==> config.mk <==
export PLATFORM = sky130hd
export DESIGN_NAME = reload_event_timer
export DESIGN_NICKNAME = d
export VERILOG_FILES = /design/src/logic/reload_timer_pkg.sv /design/src/logic/reload_event_timer.sv
export SDC_FILE = /design/constraint.sdc
export NUM_CORES = 1
export LEC_CHECK = 0
export BUFFER_PORTS_ARGS = -buffer_cell sky130_fd_sc_hd__clkbuf_2
export CORE_MARGIN = 1
export CORE_UTILIZATION = 33
export DETAILED_ROUTE_END_ITERATION = 8
export PLACE_DENSITY = 0.52
export SYNTH_ARGS = -nofsm -noshare
export SYNTH_HDL_FRONTEND = slang
export SYNTH_SLANG_ARGS = --single-unit
==> constraint.sdc <==
create_clock -name clk_sys_i -period 5 [get_ports clk_sys_i]
set_input_delay 0.75 -clock clk_sys_i [delete_from_list [all_inputs] [get_ports clk_sys_i]]
set_output_delay 0.75 -clock clk_sys_i [all_outputs]
set_load 0.02 [all_outputs]
==> src/logic/reload_timer_pkg.sv <==
// constants for the 8-bit reload/event timer: register indices, fields, resets
// assumes a 40 MHz system clock; byte address of a register is 4 x its index
// Notes on behaviour
// - source codes 0..6 pick prescaler taps 2048..2 cycles, code 7 the event pin
// - in low-speed operation with cycle select set, each tap period is halved
// - capture/edge mode is three write-only bits, cleared by reset and stop mode
// - capture enable low: free-running or reload timer; high: wrapping timer, no reload and no read latch
// - edge select: 00 none, 01 falling, 10 rising, 11 both edges
// - counter is an 8-bit up counter, one step per selected tick
// - overflow sets the timer interrupt request flag
// - overflow with reload select low wraps the counter to zero
// - overflow with reload select high and capture enable low loads the written reload pair
// - counter clears to zero on reset and in stop mode
// - counter reached only through the read pair and the write pair
// - writing the low write nibble only holds it, counter unchanged
// - writing the high nibble loads counter high, held low nibble to counter low
// - held low nibble persists, so a lone high write reloads the counter
// - reset clears both write nibbles; stop clears the low one and leaves the high one alone
// - reading the high read nibble latches the low one while capture enable is low; read high first
package reload_timer_pkg;

    localparam logic [7:0] IDX_RELOAD_LOW      = 8'h0A;
    localparam logic [7:0] IDX_RELOAD_HIGH     = 8'h0B;
    localparam logic [7:0] IDX_CAPTURE_EDGE    = 8'h26;
    localparam logic [7:0] IDX_TIMER_MODE      = 8'h30;
    localparam logic [7:0] IDX_POWER_CTRL      = 8'h31;
    localparam logic [7:0] IDX_IRQ_STATUS      = 8'h32;
    localparam logic [7:0] IDX_IRQ_CLEAR       = 8'h33;
    localparam logic [7:0] IDX_IRQ_ENABLE      = 8'h34;

    localparam int unsigned MODE_SRC_LSB       = 0;
    localparam int unsigned MODE_RELOAD_BIT    = 3;
    localparam int unsigned CAP_EN_BIT         = 2;
    localparam int unsigned EDGE_LSB           = 0;
    localparam int unsigned PWR_STOP_BIT       = 0;
    localparam int unsigned PWR_SUB_BIT        = 1;
    localparam int unsigned PWR_LSS_BIT        = 2;
    localparam int unsigned IRQ_OVF_BIT        = 0;
    localparam int unsigned IRQ_EDGE_BIT       = 1;

    localparam logic [7:0] COUNTER_RST         = 8'h00;
    localparam logic [3:0] RELOAD_LOW_RST      = 4'h0;
    localparam logic [3:0] RELOAD_HIGH_RST     = 4'h0;
    localparam logic [2:0] CAPTURE_EDGE_RST    = 3'h0;
    localparam logic [3:0] TIMER_MODE_RST      = 4'h0;
    localparam logic [2:0] POWER_CTRL_RST      = 3'h0;
    localparam logic [1:0] IRQ_RST             = 2'h0;
    localparam logic [7:0] COUNTER_MAX         = 8'hFF;

    localparam logic [2:0] SRC_EXTERNAL        = 3'h7;
    localparam logic [1:0] EDGE_NONE           = 2'h0;
    localparam logic [1:0] EDGE_FALL           = 2'h1;
    localparam logic [1:0] EDGE_RISE           = 2'h2;
    localparam logic [1:0] EDGE_BOTH           = 2'h3;

    // log2 of tap period in instruction cycles, per source code; entry 7 unused
    localparam logic [3:0] TAP_LOG2 [8] = '{4'hB, 4'h9, 4'h7, 4'h5, 4'h3, 4'h2, 4'h1, 4'h0};
    localparam int unsigned PRESCALER_W        = 11;
    localparam int unsigned CYCLE_DIV_DEFAULT  = 4;

endpackage : reload_timer_pkg

==> src/logic/reload_event_timer.sv <==
// 8-bit up-counting timer with prescaler/event tick, wrap or reload, nibble load path
// assumes an Avalon-MM master on clk_sys_i and an asynchronous event pin
//
// Our own choice: the Avalon-MM register port.
`timescale 1ns/1ps
module reload_event_timer #(
    parameter int unsigned CYCLE_DIV = reload_timer_pkg::CYCLE_DIV_DEFAULT
) (
    input  wire logic        clk_sys_i,             // 40 MHz system clock
    input  wire logic        reset_n_i,             // async reset, active low
    input  wire logic        ce_i,                  // clock enable, freezes all state
    input  wire logic [9:0]  avs_address_i,         // byte address
    input  wire logic        avs_read_i,            // read request
    input  wire logic        avs_write_i,           // write request
    input  wire logic [31:0] avs_writedata_i,       // write data
    input  wire logic [3:0]  avs_byteenable_i,      // byte enables
    output logic      [31:0] avs_readdata_o,        // read data
    output logic             avs_waitrequest_o,     // stall, high when idle
    input  wire logic        external_event_pin_i,  // asynchronous event input
    output logic             irq_o                  // level interrupt
);

    localparam int unsigned CDW = (CYCLE_DIV > 1) ? $clog2(CYCLE_DIV) : 1;
    localparam logic [CDW-1:0] CYC_LAST = CDW'(CYCLE_DIV - 1);
    localparam int unsigned PW = reload_timer_pkg::PRESCALER_W;

    if (CYCLE_DIV < 1 || CYCLE_DIV > 65536)
    begin : g_bad_div
        $error("CYCLE_DIV out of range");
    end

    logic [7:0]    up_counter_value;
    logic [3:0]    reload_low_nibble_write;
    logic [3:0]    reload_high_nibble_write;
    logic [2:0]    capture_edge_mode;
    logic [3:0]    timer_mode_first;
    logic [2:0]    power_ctrl;
    logic [3:0]    count_low_nibble_read;
    logic [1:0]    irq_status;
    logic [1:0]    irq_enable;
    logic [CDW-1:0] cyc_cnt;
    logic [PW-1:0] system_prescaler;
    logic [2:0]    evt_sync;
    logic          evt_level;
    logic [7:0]    next_counter;
    logic [31:0]   next_readdata;

    // bus decode
    wire [7:0] reg_idx     = avs_address_i[9:2];
    wire       bus_req     = avs_read_i | avs_write_i;
    wire       first_edge  = ce_i & bus_req & avs_waitrequest_o;
    wire       accept      = ce_i & bus_req & ~avs_waitrequest_o;
    wire       wr_acc      = accept & avs_write_i & avs_byteenable_i[0];
    wire       sel_low     = reg_idx == reload_timer_pkg::IDX_RELOAD_LOW;
    wire       sel_high    = reg_idx == reload_timer_pkg::IDX_RELOAD_HIGH;
    wire       sel_cap     = reg_idx == reload_timer_pkg::IDX_CAPTURE_EDGE;
    wire       sel_mode    = reg_idx == reload_timer_pkg::IDX_TIMER_MODE;
    wire       sel_pwr     = reg_idx == reload_timer_pkg::IDX_POWER_CTRL;
    wire       sel_stat    = reg_idx == reload_timer_pkg::IDX_IRQ_STATUS;
    wire       sel_clr     = reg_idx == reload_timer_pkg::IDX_IRQ_CLEAR;
    wire       sel_en      = reg_idx == reload_timer_pkg::IDX_IRQ_ENABLE;
    wire       wr_low      = wr_acc & sel_low;
    wire       wr_high     = wr_acc & sel_high;
    wire       wr_clr      = wr_acc & sel_clr;
    wire       wr_en       = wr_acc & sel_en;
    wire [3:0] wnib        = avs_writedata_i[3:0];

    // control fields
    wire       stop_mode   = power_ctrl[reload_timer_pkg::PWR_STOP_BIT];
    wire       subactive   = power_ctrl[reload_timer_pkg::PWR_SUB_BIT];
    wire       low_speed_cycle_select = power_ctrl[reload_timer_pkg::PWR_LSS_BIT];
    wire [2:0] tick_source_select = timer_mode_first[reload_timer_pkg::MODE_SRC_LSB +: 3];
    wire       wrap_or_reload_select = timer_mode_first[reload_timer_pkg::MODE_RELOAD_BIT];
    wire       capture_enable = capture_edge_mode[reload_timer_pkg::CAP_EN_BIT];
    wire [1:0] edge_type_select = capture_edge_mode[reload_timer_pkg::EDGE_LSB +: 2];

    // instruction-cycle strobe and tap selection
    wire          cyc_en    = cyc_cnt == CYC_LAST;
    wire [3:0]    tap_full  = reload_timer_pkg::TAP_LOG2[tick_source_select];
    wire          halve     = subactive & low_speed_cycle_select;
    wire [3:0]    tap_used  = tap_full - {3'h0, halve};
    wire [PW:0]   tap_span  = (PW+1)'(1) << tap_used;
    wire [PW-1:0] tap_mask  = PW'(tap_span - (PW+1)'(1));
    wire          psc_tick  = cyc_en & (&(system_prescaler | ~tap_mask));

    // event pin: level accepted once second and third stages agree
    wire evt_stable = evt_sync[1] == evt_sync[2];
    wire evt_rise   = evt_stable & evt_sync[2] & ~evt_level;
    wire evt_fall   = evt_stable & ~evt_sync[2] & evt_level;
    wire edge_hit   = (evt_fall & edge_type_select[0])
                    | (evt_rise & edge_type_select[1]);

    wire ext_src    = tick_source_select == reload_timer_pkg::SRC_EXTERNAL;
    wire tick       = ext_src ? edge_hit : psc_tick;
    wire at_max     = up_counter_value == reload_timer_pkg::COUNTER_MAX;
    wire overflow   = tick & at_max;
    // capture mode keeps wrapping; no capture latching path exists in this timer
    wire reload_mode = wrap_or_reload_select & ~capture_enable;
    wire [7:0] reload_value = {reload_high_nibble_write, reload_low_nibble_write};

    wire [1:0] irq_events = {edge_hit, overflow};
    wire [1:0] clr_mask   = wr_clr ? avs_writedata_i[1:0] : 2'h0;
    wire [1:0] next_status = (irq_status & ~clr_mask) | irq_events;
    wire [1:0] next_enable = wr_en ? avs_writedata_i[1:0] : irq_enable;
    wire       rd_high    = first_edge & avs_read_i & sel_high;

    always_comb
    begin
        if (stop_mode)
            next_counter = reload_timer_pkg::COUNTER_RST;
        else if (wr_high)
            next_counter = {wnib, reload_low_nibble_write};
        else if (overflow && reload_mode)
            next_counter = reload_value;
        else if (overflow)
            next_counter = reload_timer_pkg::COUNTER_RST;
        else if (tick)
            next_counter = up_counter_value + 8'h01;
        else
            next_counter = up_counter_value;
    end

    // counter itself has no address; only the nibble pairs reach it
    always_comb
    begin
        next_readdata = 32'h0;
        if (sel_low)
            next_readdata = {28'h0, count_low_nibble_read};
        else if (sel_high)
            next_readdata = {28'h0, up_counter_value[7:4]};
        else if (sel_mode)
            next_readdata = {28'h0, timer_mode_first};
        else if (sel_pwr)
            next_readdata = {29'h0, power_ctrl};
        else if (sel_stat)
            next_readdata = {30'h0, irq_status};
        else if (sel_en)
            next_readdata = {30'h0, irq_enable};
    end

    // answer one edge after the request is seen; writes act at the accept edge, reads at the first edge
    always_ff @(posedge clk_sys_i or negedge reset_n_i)
    begin
        if (!reset_n_i)
        begin
            avs_waitrequest_o <= 1'b1;
            avs_readdata_o    <= 32'h0;
        end
        else if (ce_i)
        begin
            avs_waitrequest_o <= ~(bus_req & avs_waitrequest_o);
            if (first_edge && avs_read_i)
                avs_readdata_o <= next_readdata;
        end
    end

    always_ff @(posedge clk_sys_i or negedge reset_n_i)
    begin
        if (!reset_n_i)
        begin
            cyc_cnt          <= '0;
            system_prescaler <= '0;
        end
        else if (ce_i)
        begin
            cyc_cnt <= cyc_en ? '0 : cyc_cnt + CDW'(1);
            if (cyc_en)
                system_prescaler <= system_prescaler + PW'(1);
        end
    end

    // third stage and stable level: a glitch shorter than a cycle is not an edge
    always_ff @(posedge clk_sys_i or negedge reset_n_i)
    begin
        if (!reset_n_i)
        begin
            evt_sync  <= 3'h0;
            evt_level <= 1'b0;
        end
        else if (ce_i)
        begin
            evt_sync <= {evt_sync[1:0], external_event_pin_i};
            if (evt_stable)
                evt_level <= evt_sync[2];
        end
    end

    always_ff @(posedge clk_sys_i or negedge reset_n_i)
    begin
        if (!reset_n_i)
        begin
            up_counter_value        <= reload_timer_pkg::COUNTER_RST;
            reload_low_nibble_write <= reload_timer_pkg::RELOAD_LOW_RST;
            capture_edge_mode       <= reload_timer_pkg::CAPTURE_EDGE_RST;
            count_low_nibble_read   <= 4'h0;
        end
        else if (ce_i)
        begin
            up_counter_value <= next_counter;
            if (stop_mode)
            begin
                reload_low_nibble_write <= reload_timer_pkg::RELOAD_LOW_RST;
                capture_edge_mode       <= reload_timer_pkg::CAPTURE_EDGE_RST;
            end
            else
            begin
                if (wr_low)
                    reload_low_nibble_write <= wnib;
                if (wr_acc && sel_cap)
                    capture_edge_mode <= avs_writedata_i[2:0];
            end
            if (rd_high && !capture_enable)
                count_low_nibble_read <= up_counter_value[3:0];
        end
    end

    // high write nibble has no stop clear: stop mode leaves it as it was
    always_ff @(posedge clk_sys_i or negedge reset_n_i)
    begin
        if (!reset_n_i)
            reload_high_nibble_write <= reload_timer_pkg::RELOAD_HIGH_RST;
        else if (ce_i && wr_high)
            reload_high_nibble_write <= wnib;
    end

    always_ff @(posedge clk_sys_i or negedge reset_n_i)
    begin
        if (!reset_n_i)
        begin
            timer_mode_first <= reload_timer_pkg::TIMER_MODE_RST;
            power_ctrl       <= reload_timer_pkg::POWER_CTRL_RST;
            irq_status       <= reload_timer_pkg::IRQ_RST;
            irq_enable       <= reload_timer_pkg::IRQ_RST;
            irq_o            <= 1'b0;
        end
        else if (ce_i)
        begin
            if (wr_acc && sel_mode)
                timer_mode_first <= avs_writedata_i[3:0];
            if (wr_acc && sel_pwr)
                power_ctrl <= avs_writedata_i[2:0];
            irq_status <= next_status;
            irq_enable <= next_enable;
            irq_o      <= |(next_status & next_enable);
        end
    end
endmodule : reload_event_timer

# --- Word level (Yosys, flattened, before mapping) ---
# Memories as Yosys holds them, arrays and structs flattened.
# Index checks and enable logic that the tools add are counted.
# Widths: inputs -> output; s select.
op_classes:
  add_sub_neg: 5
  multipliers: 0
  div_mod_pow: 0
  n_lt_le_gt_ge: 1
  eq_ne: 12
  shift: 1
  muxes: 21
  bitwise: 36
  n_reduce_logical: 22
ops:
  columns: ["operator", "n"]
  rows:
  - ["$eq 8x6->1 const B", 6]
  - ["$mux 8", 5]
  - ["$mux 4", 7]
  - ["$and 1x1->1", 22]
  - ["$reduce_and 2->1", 9]
  - ["$eq 8x4->1 const B", 2]
  - ["$add 11x1->11 const B", 1]
  - ["$not 11->11", 1]
  - ["$or 11x11->11", 1]
  - ["$reduce_and 11->1", 1]
  - ["$shl 1x4->11 const A", 1]
  - ["$sub 11x1->11 const B", 1]
  - ["$mux 2", 5]
  - ["$mux 3", 3]
  - ["$add 8x1->8 const B", 1]
  - ["$eq 8x8->1 const B", 1]
  - ["$logic_and 1x1->1", 7]
  - ["$not 1->1", 5]
  - ["$reduce_bool 5->1", 1]
  - ["$and 2x2->2", 2]
  - ["$ge 4x4->1 const B", 1]
  - ["$not 3->4", 1]
  - ["$reduce_bool 2->1", 2]
  - ["$sub 4x1->4", 1]
  - ["other kinds (10)", 11]
totals:
  register_bits: 85
  latchBits: 0
  mem_bits_rw: 0
  mem_bits_ro: 32
  in_bits: 52
  output_inout_bits: 34
  word_cells: 115
  n_memories: 1
mem_list:
  columns: ["memory", "depth", "width", "rd", "rd_ports_with_merged_regs", "wr", "line", "rtl"]
  rows:
  - ["(name not given)", 8, 4, 1, 0, 0, "reload_event_timer.sv:79", "wire [3:0] tap_full = reload_timer_pkg::TAP_LOG2[tick_source_select];"]

# --- Longest topological paths before layout ---
depth:
  word_depth: 17
  depth_mapped: 18
  mapped_depth_nobuf: 15

# --- Worst setup path after synthesis ---
# Ideal clock, no wire load.
synth_path:
  path_type: "register -> register"
  start: "register timer_mode_first[2]"
  end: "register up_counter_value[6]"
  setup_ns: 0.122
  arrival_time_ns: 3.839
  slack_ns: 1.040
  stages_incl_launch_ff: 17
  n_path_buf: 3
  synth_period_minus_slack_ns: 3.960
  cell_sequence: "dfrtp_1 -> buf_6 -> and2_1 -> ha_1 -> and3_1 -> clkbuf_1 -> or2_2 -> nor2_1 -> nand3_1 -> ha_1 -> clkbuf_1 -> o311a_1 -> or3_1 -> or4_4 -> o31a_1 -> o31a_1 -> a32o_1"
synth_between:
  elab_chain_cells: 17
  word_cells_on_any_way: 21
  cone_classes: "add/sub (2); eq/ne (1); shift (1); mux (7); bitwise (5); reduce/logical (4); memory (1)"
synth_rtl:
  columns: ["element", "line", "rtl"]
  rows:
  - ["start: declaration", "reload_event_timer.sv:36", "logic [3:0] timer_mode_first;"]
  - ["start signal: assignment", "reload_event_timer.sv:230", "timer_mode_first <= reload_timer_pkg::TIMER_MODE_RST;"]
  - ["start signal: assignment", "reload_event_timer.sv:239", "timer_mode_first <= avs_writedata_i[3:0];"]
  - ["$not 3->4 (implied by the code)", "reload_event_timer.sv:79", null]
  - ["$mem_v2 8x4", null, null]
  - ["$mux 4 (implied by the code) (2 in series)", "reload_event_timer.sv:79", null]
  - ["$sub 4x1->4", "reload_event_timer.sv:81", "wire [3:0] tap_used = tap_full - {3'h0, halve};"]
  - ["$shl 1x4->11", "reload_event_timer.sv:82", "wire [PW:0] tap_span = (PW+1)'(1) << tap_used;"]
  - ["$sub 11x1->11", "reload_event_timer.sv:83", "wire [PW-1:0] tap_mask = PW'(tap_span - (PW+1)'(1));"]
  - ["$not 11->11", "reload_event_timer.sv:84", "wire psc_tick = cyc_en & (&(system_prescaler | ~tap_mask));"]
  - ["$or 11x11->11", "reload_event_timer.sv:84", null]
  - ["$reduce_and 11->1", "reload_event_timer.sv:84", null]
  - ["$and 1x1->1", "reload_event_timer.sv:84", null]
  - ["$mux 1 *", "reload_event_timer.sv:94", "wire tick = ext_src ? edge_hit : psc_tick;"]
  - ["$and 1x1->1", "reload_event_timer.sv:96", "wire overflow = tick & at_max;"]
  - ["$mux 8 or $logic_and 1x1->1 (tied branches)", "reload_event_timer.sv:115, reload_event_timer.sv:113", null]
  - ["$mux 8", "reload_event_timer.sv:113", "else if (overflow && reload_mode)"]
  - ["$mux 8", "reload_event_timer.sv:111", "else if (wr_high)"]
  - ["$mux 8", "reload_event_timer.sv:109", "if (stop_mode)"]
  - ["end signal: assignment", "reload_event_timer.sv:192", "up_counter_value <= reload_timer_pkg::COUNTER_RST;"]
  - ["end signal: assignment", "reload_event_timer.sv:199", "up_counter_value <= next_counter;"]
  - ["end: declaration", "reload_event_timer.sv:32", "logic [7:0] up_counter_value;"]
# Every way passes the cells marked *; elsewhere a longest branch is shown, timed or not. The select of a mux whose other input is x is not followed.
# A chain may end at the register's enable or synchronous reset.

# --- Worst setup path in the final report ---
# Same ends and word-level chain as after synthesis.

==> flow_summary_export.csv <==
group,metric,value,unit
sta,rsz0062_at_grt,"no",
power,ir_worst_vdd,124,uV
finish,layout.nets,459,
critical_path,end_kind,"flip-flop",
drt,drt_iter0_drc,208,
cts,cts_tree,"done",
cts,clk_pin_slew,0.07,ns
global_route,grt_usage,17.0,%
run_status,outcome,"completed",
cts,post_cts_buffers,0,
synth,yosysUniqueCellTypes,68,
synth,async_flop_share,100,%
finish,syn_to_final_growth,9.34,%
sta,fin_hold_ws,0.476,ns
synth,syn_area,0.00360,sq mm
global_route,grt_antenna_before_repair,0,
finish,drive_above_1_share,18.6,%
placed_design,place_ws,0.668,ns
sta,finalHoldViolations,0,
drt,viasPerCell,5.29,
floorplan,ios,86,
cts,ctsHoldBuffers,0,
cts,ctsRootBufferMaster,"clkbuf_8",
sta,worst_pin_slew,1.05,ns
cts,cts_buffers,9,
floorplan,initial_utilization,34.5,%
power,power.leakage,1.77,nW
finish,fillers,1108,
cts,cts_resized,0,
floorplan,core_area,0.0105,sq mm
drt,wirelength,8.82,mm
placed_design,io_buffers,24,
sta,slew_headroom,29.4,%
floorplan,fp.dieW,107,microns
synth,synth_cells,375,
sta,fin_tns_setup,0,ns
cts,numClockSinks,57,
floorplan,dieArea,0.0113,sq mm
drt,drc_errors,0,
global_route,grt_pass1_wl,14.7,mm
run,drv_cap,0,
sta,skew,0.0122,ns
min_path,hold_path.startpoint,"avs_readdata_o[3]",
cts,clk_latency,0.35,ns
synth,ys_dominant_reg_cell,"dfrtp_1",
power,powerDensity,289,mW/mm^2
synth,yosysWarnings,0,
synth,ys_seq_area_share,39.6,%
floorplan,die_height,107,microns
finish,fin_area,0.00394,sq mm
critical_path,critical_path_arrival,4.57,ns
critical_path,r2r-start,"timer_mode_first[2]",
drt,num_vias,2854,
floorplan,rows,37,
critical_path,crit_type,"flip-flop to flip-flop",
sta,max_freq,231,MHz
placed_design,dp_hpwl,6.34,mm
cts,cts.htree.levels,3,
critical_path,rrSetupSlack,0.68,ns
global_route,grt_max_degree,58,
synth,synth_edf_count,0,
synth,ys_ff_latch,57,
sta,slew_violations,0,
global_route,grt_overflow,0,
placed_design,place.gp.congestion,0.869,
critical_path,worst_setup_path_start_kind,"flip-flop",
global_route,grt_pass1_vias,2748,
sta,period_minus_slack,4.32,ns
critical_path,required,5.24,ns
drt,firstDrtPassIters,4,
finish,antennaDiodeCount,0,
drt,antenna_left,0,
synth,synth.avg_cell_area,9.61,sq um
placed_design,placed_area,0.00374,sq mm
cts,clk_path_buf_depth,2,
sta,finalSetupViolCount,0,
power,power,0.00114,W
sta,setup_slack,0.675,ns
drt,wl_per_cell,16.3,microns
min_path,min_path_type,"flip-flop to flip-flop",
critical_path,crit_fanout,12,
critical_path,crit_start,"timer_mode_first[2]",
sta,fin_crit_sh,86.5,%
-- cell usage after synthesis (4+ instances only) --
cell,count,share of area [%]
o2bb2ai_1,4,0.97
nor2_1,24,2.5
o21a_1,6,1.2
dfrtp_1,56,39
inv_1,13,1.4
a22oi_1,4,0.83
xor2_1,4,0.97
nand2b_1,7,1.2
mux2_2,23,7.2
clkbuf_1,8,0.83
and3_1,9,1.6
a21oi_1,12,1.7
a31oi_1,5,0.87
nand2_1,35,3.6
o21ai_0,13,1.8
nor2b_1,5,0.87
xnor2_1,12,2.9
mux2i_1,4,1.1
ha_1,8,2.8
buf_4,28,5.8
nand3_1,18,2.5
-- logic make-up (layout without fill, tap and decap cells) --
group,after synthesis,in the layout,share of synthesized area (%)
other,1,28,0.104
xor gates and xnor gates,17,17,4.34
muxes,27,27,8.30
and+or+nand+nor,128,128,18.4
buffers and inverters,52,54,8.61
DFF,57,57,39.6
adders and majority gates,8,8,2.78
AOI/OAI and AO/OA,85,85,17.8
-- critical path: stages, from the launching register on --
cell	delay, ns
dfrtp_1	0.50
and2_1	0.22
ha_1	0.25
and3_1	0.28
or2_2	0.31
nor2_1	0.19
nand3_1	0.11
ha_1	0.37
or3b_2	0.25
o311ai_0	0.12
nand3_1	0.12
o2111ai_1	0.12
or4_4	0.54
o31a_1	0.35
o31a_1	0.25
a32o_1	0.23
-- registers in the layout, indices dropped and copies added (netlist names) --
name,cells
power_ctrl,3
timer_mode_first,4
system_prescaler,11
irq_status,2
cyc_cnt,2
up_counter_value,8
avs_readdata_o,4
count_low_nibble_read,4
reload_low_nibble_write,4
reload_high_nibble_write,4
irq_o,1
avs_waitrequest_o,1
capture_edge_mode,3
evt_sync,3
evt_level,1
irq_enable,2
-- per-stage QoR --
step | cells | util [%]
2_1_floorplan | 402 | -
3_3_place_gp | 524 | 35.8
3_5_place_dp | 524 | 35.8
4_1_cts | 540 | 37.7
5_1_grt | 540 | 37.7
6_report | 540 | 37.7
-- power breakdown --
| part | internal (W) | total (W) | switching [W] |
|---|---|---|---|
| Clock | 0.000256 | 0.000451 | 0.000195 |
| Combinational | 0.0000616 | 0.000147 | 0.0000853 |
| Sequential | 0.000502 | 0.000542 | 0.0000399 |
-- cell usage in the layout, fill, tap and decap left out, types with 12 or more instances in the layout --
cell / count
dfrtp_1: 56
nand2_1: 35
conb_1: 28
nor2_1: 24
clkbuf_2: 24
mux2_2: 23
nand3_1: 18
inv_1: 13
o21ai_0: 13
xnor2_1: 12
a21oi_1: 12
-- metal layers --
metal,track usage [%],vias to the layer above,routed length [microns]
met3,4.54,16,581
met1,23.4,1380,4220
met5,0,-,0
met4,6.75,0,164
li1,-,1360,-
met2,25.1,98,3860
-- final timing paths --
path	to	depth (start not counted)
max	up_counter_value[6]	15
min reg2reg	avs_readdata_o[3]	2
min	avs_readdata_o[3]	2
max in group asynchronous	avs_readdata_o[3]	2
min in group asynchronous	system_prescaler[4]	2
max reg2reg	up_counter_value[6]	15
-- final cells by class --
type / count / area [sq um] / area share [%]
Tap cell: 136 / 170 / 4.32
Multi-Input combinational cell: 293 / 1970 / 49.9
Clock inverter: 3 / 40.0 / 1.02
Clock buffer: 13 / 159 / 4.03
Sequential cell: 57 / 1430 / 36.2
Inverter: 13 / 48.8 / 1.24
Timing Repair Buffer: 25 / 128 / 3.24
Note: power is estimated with default switching activity, not from simulation.
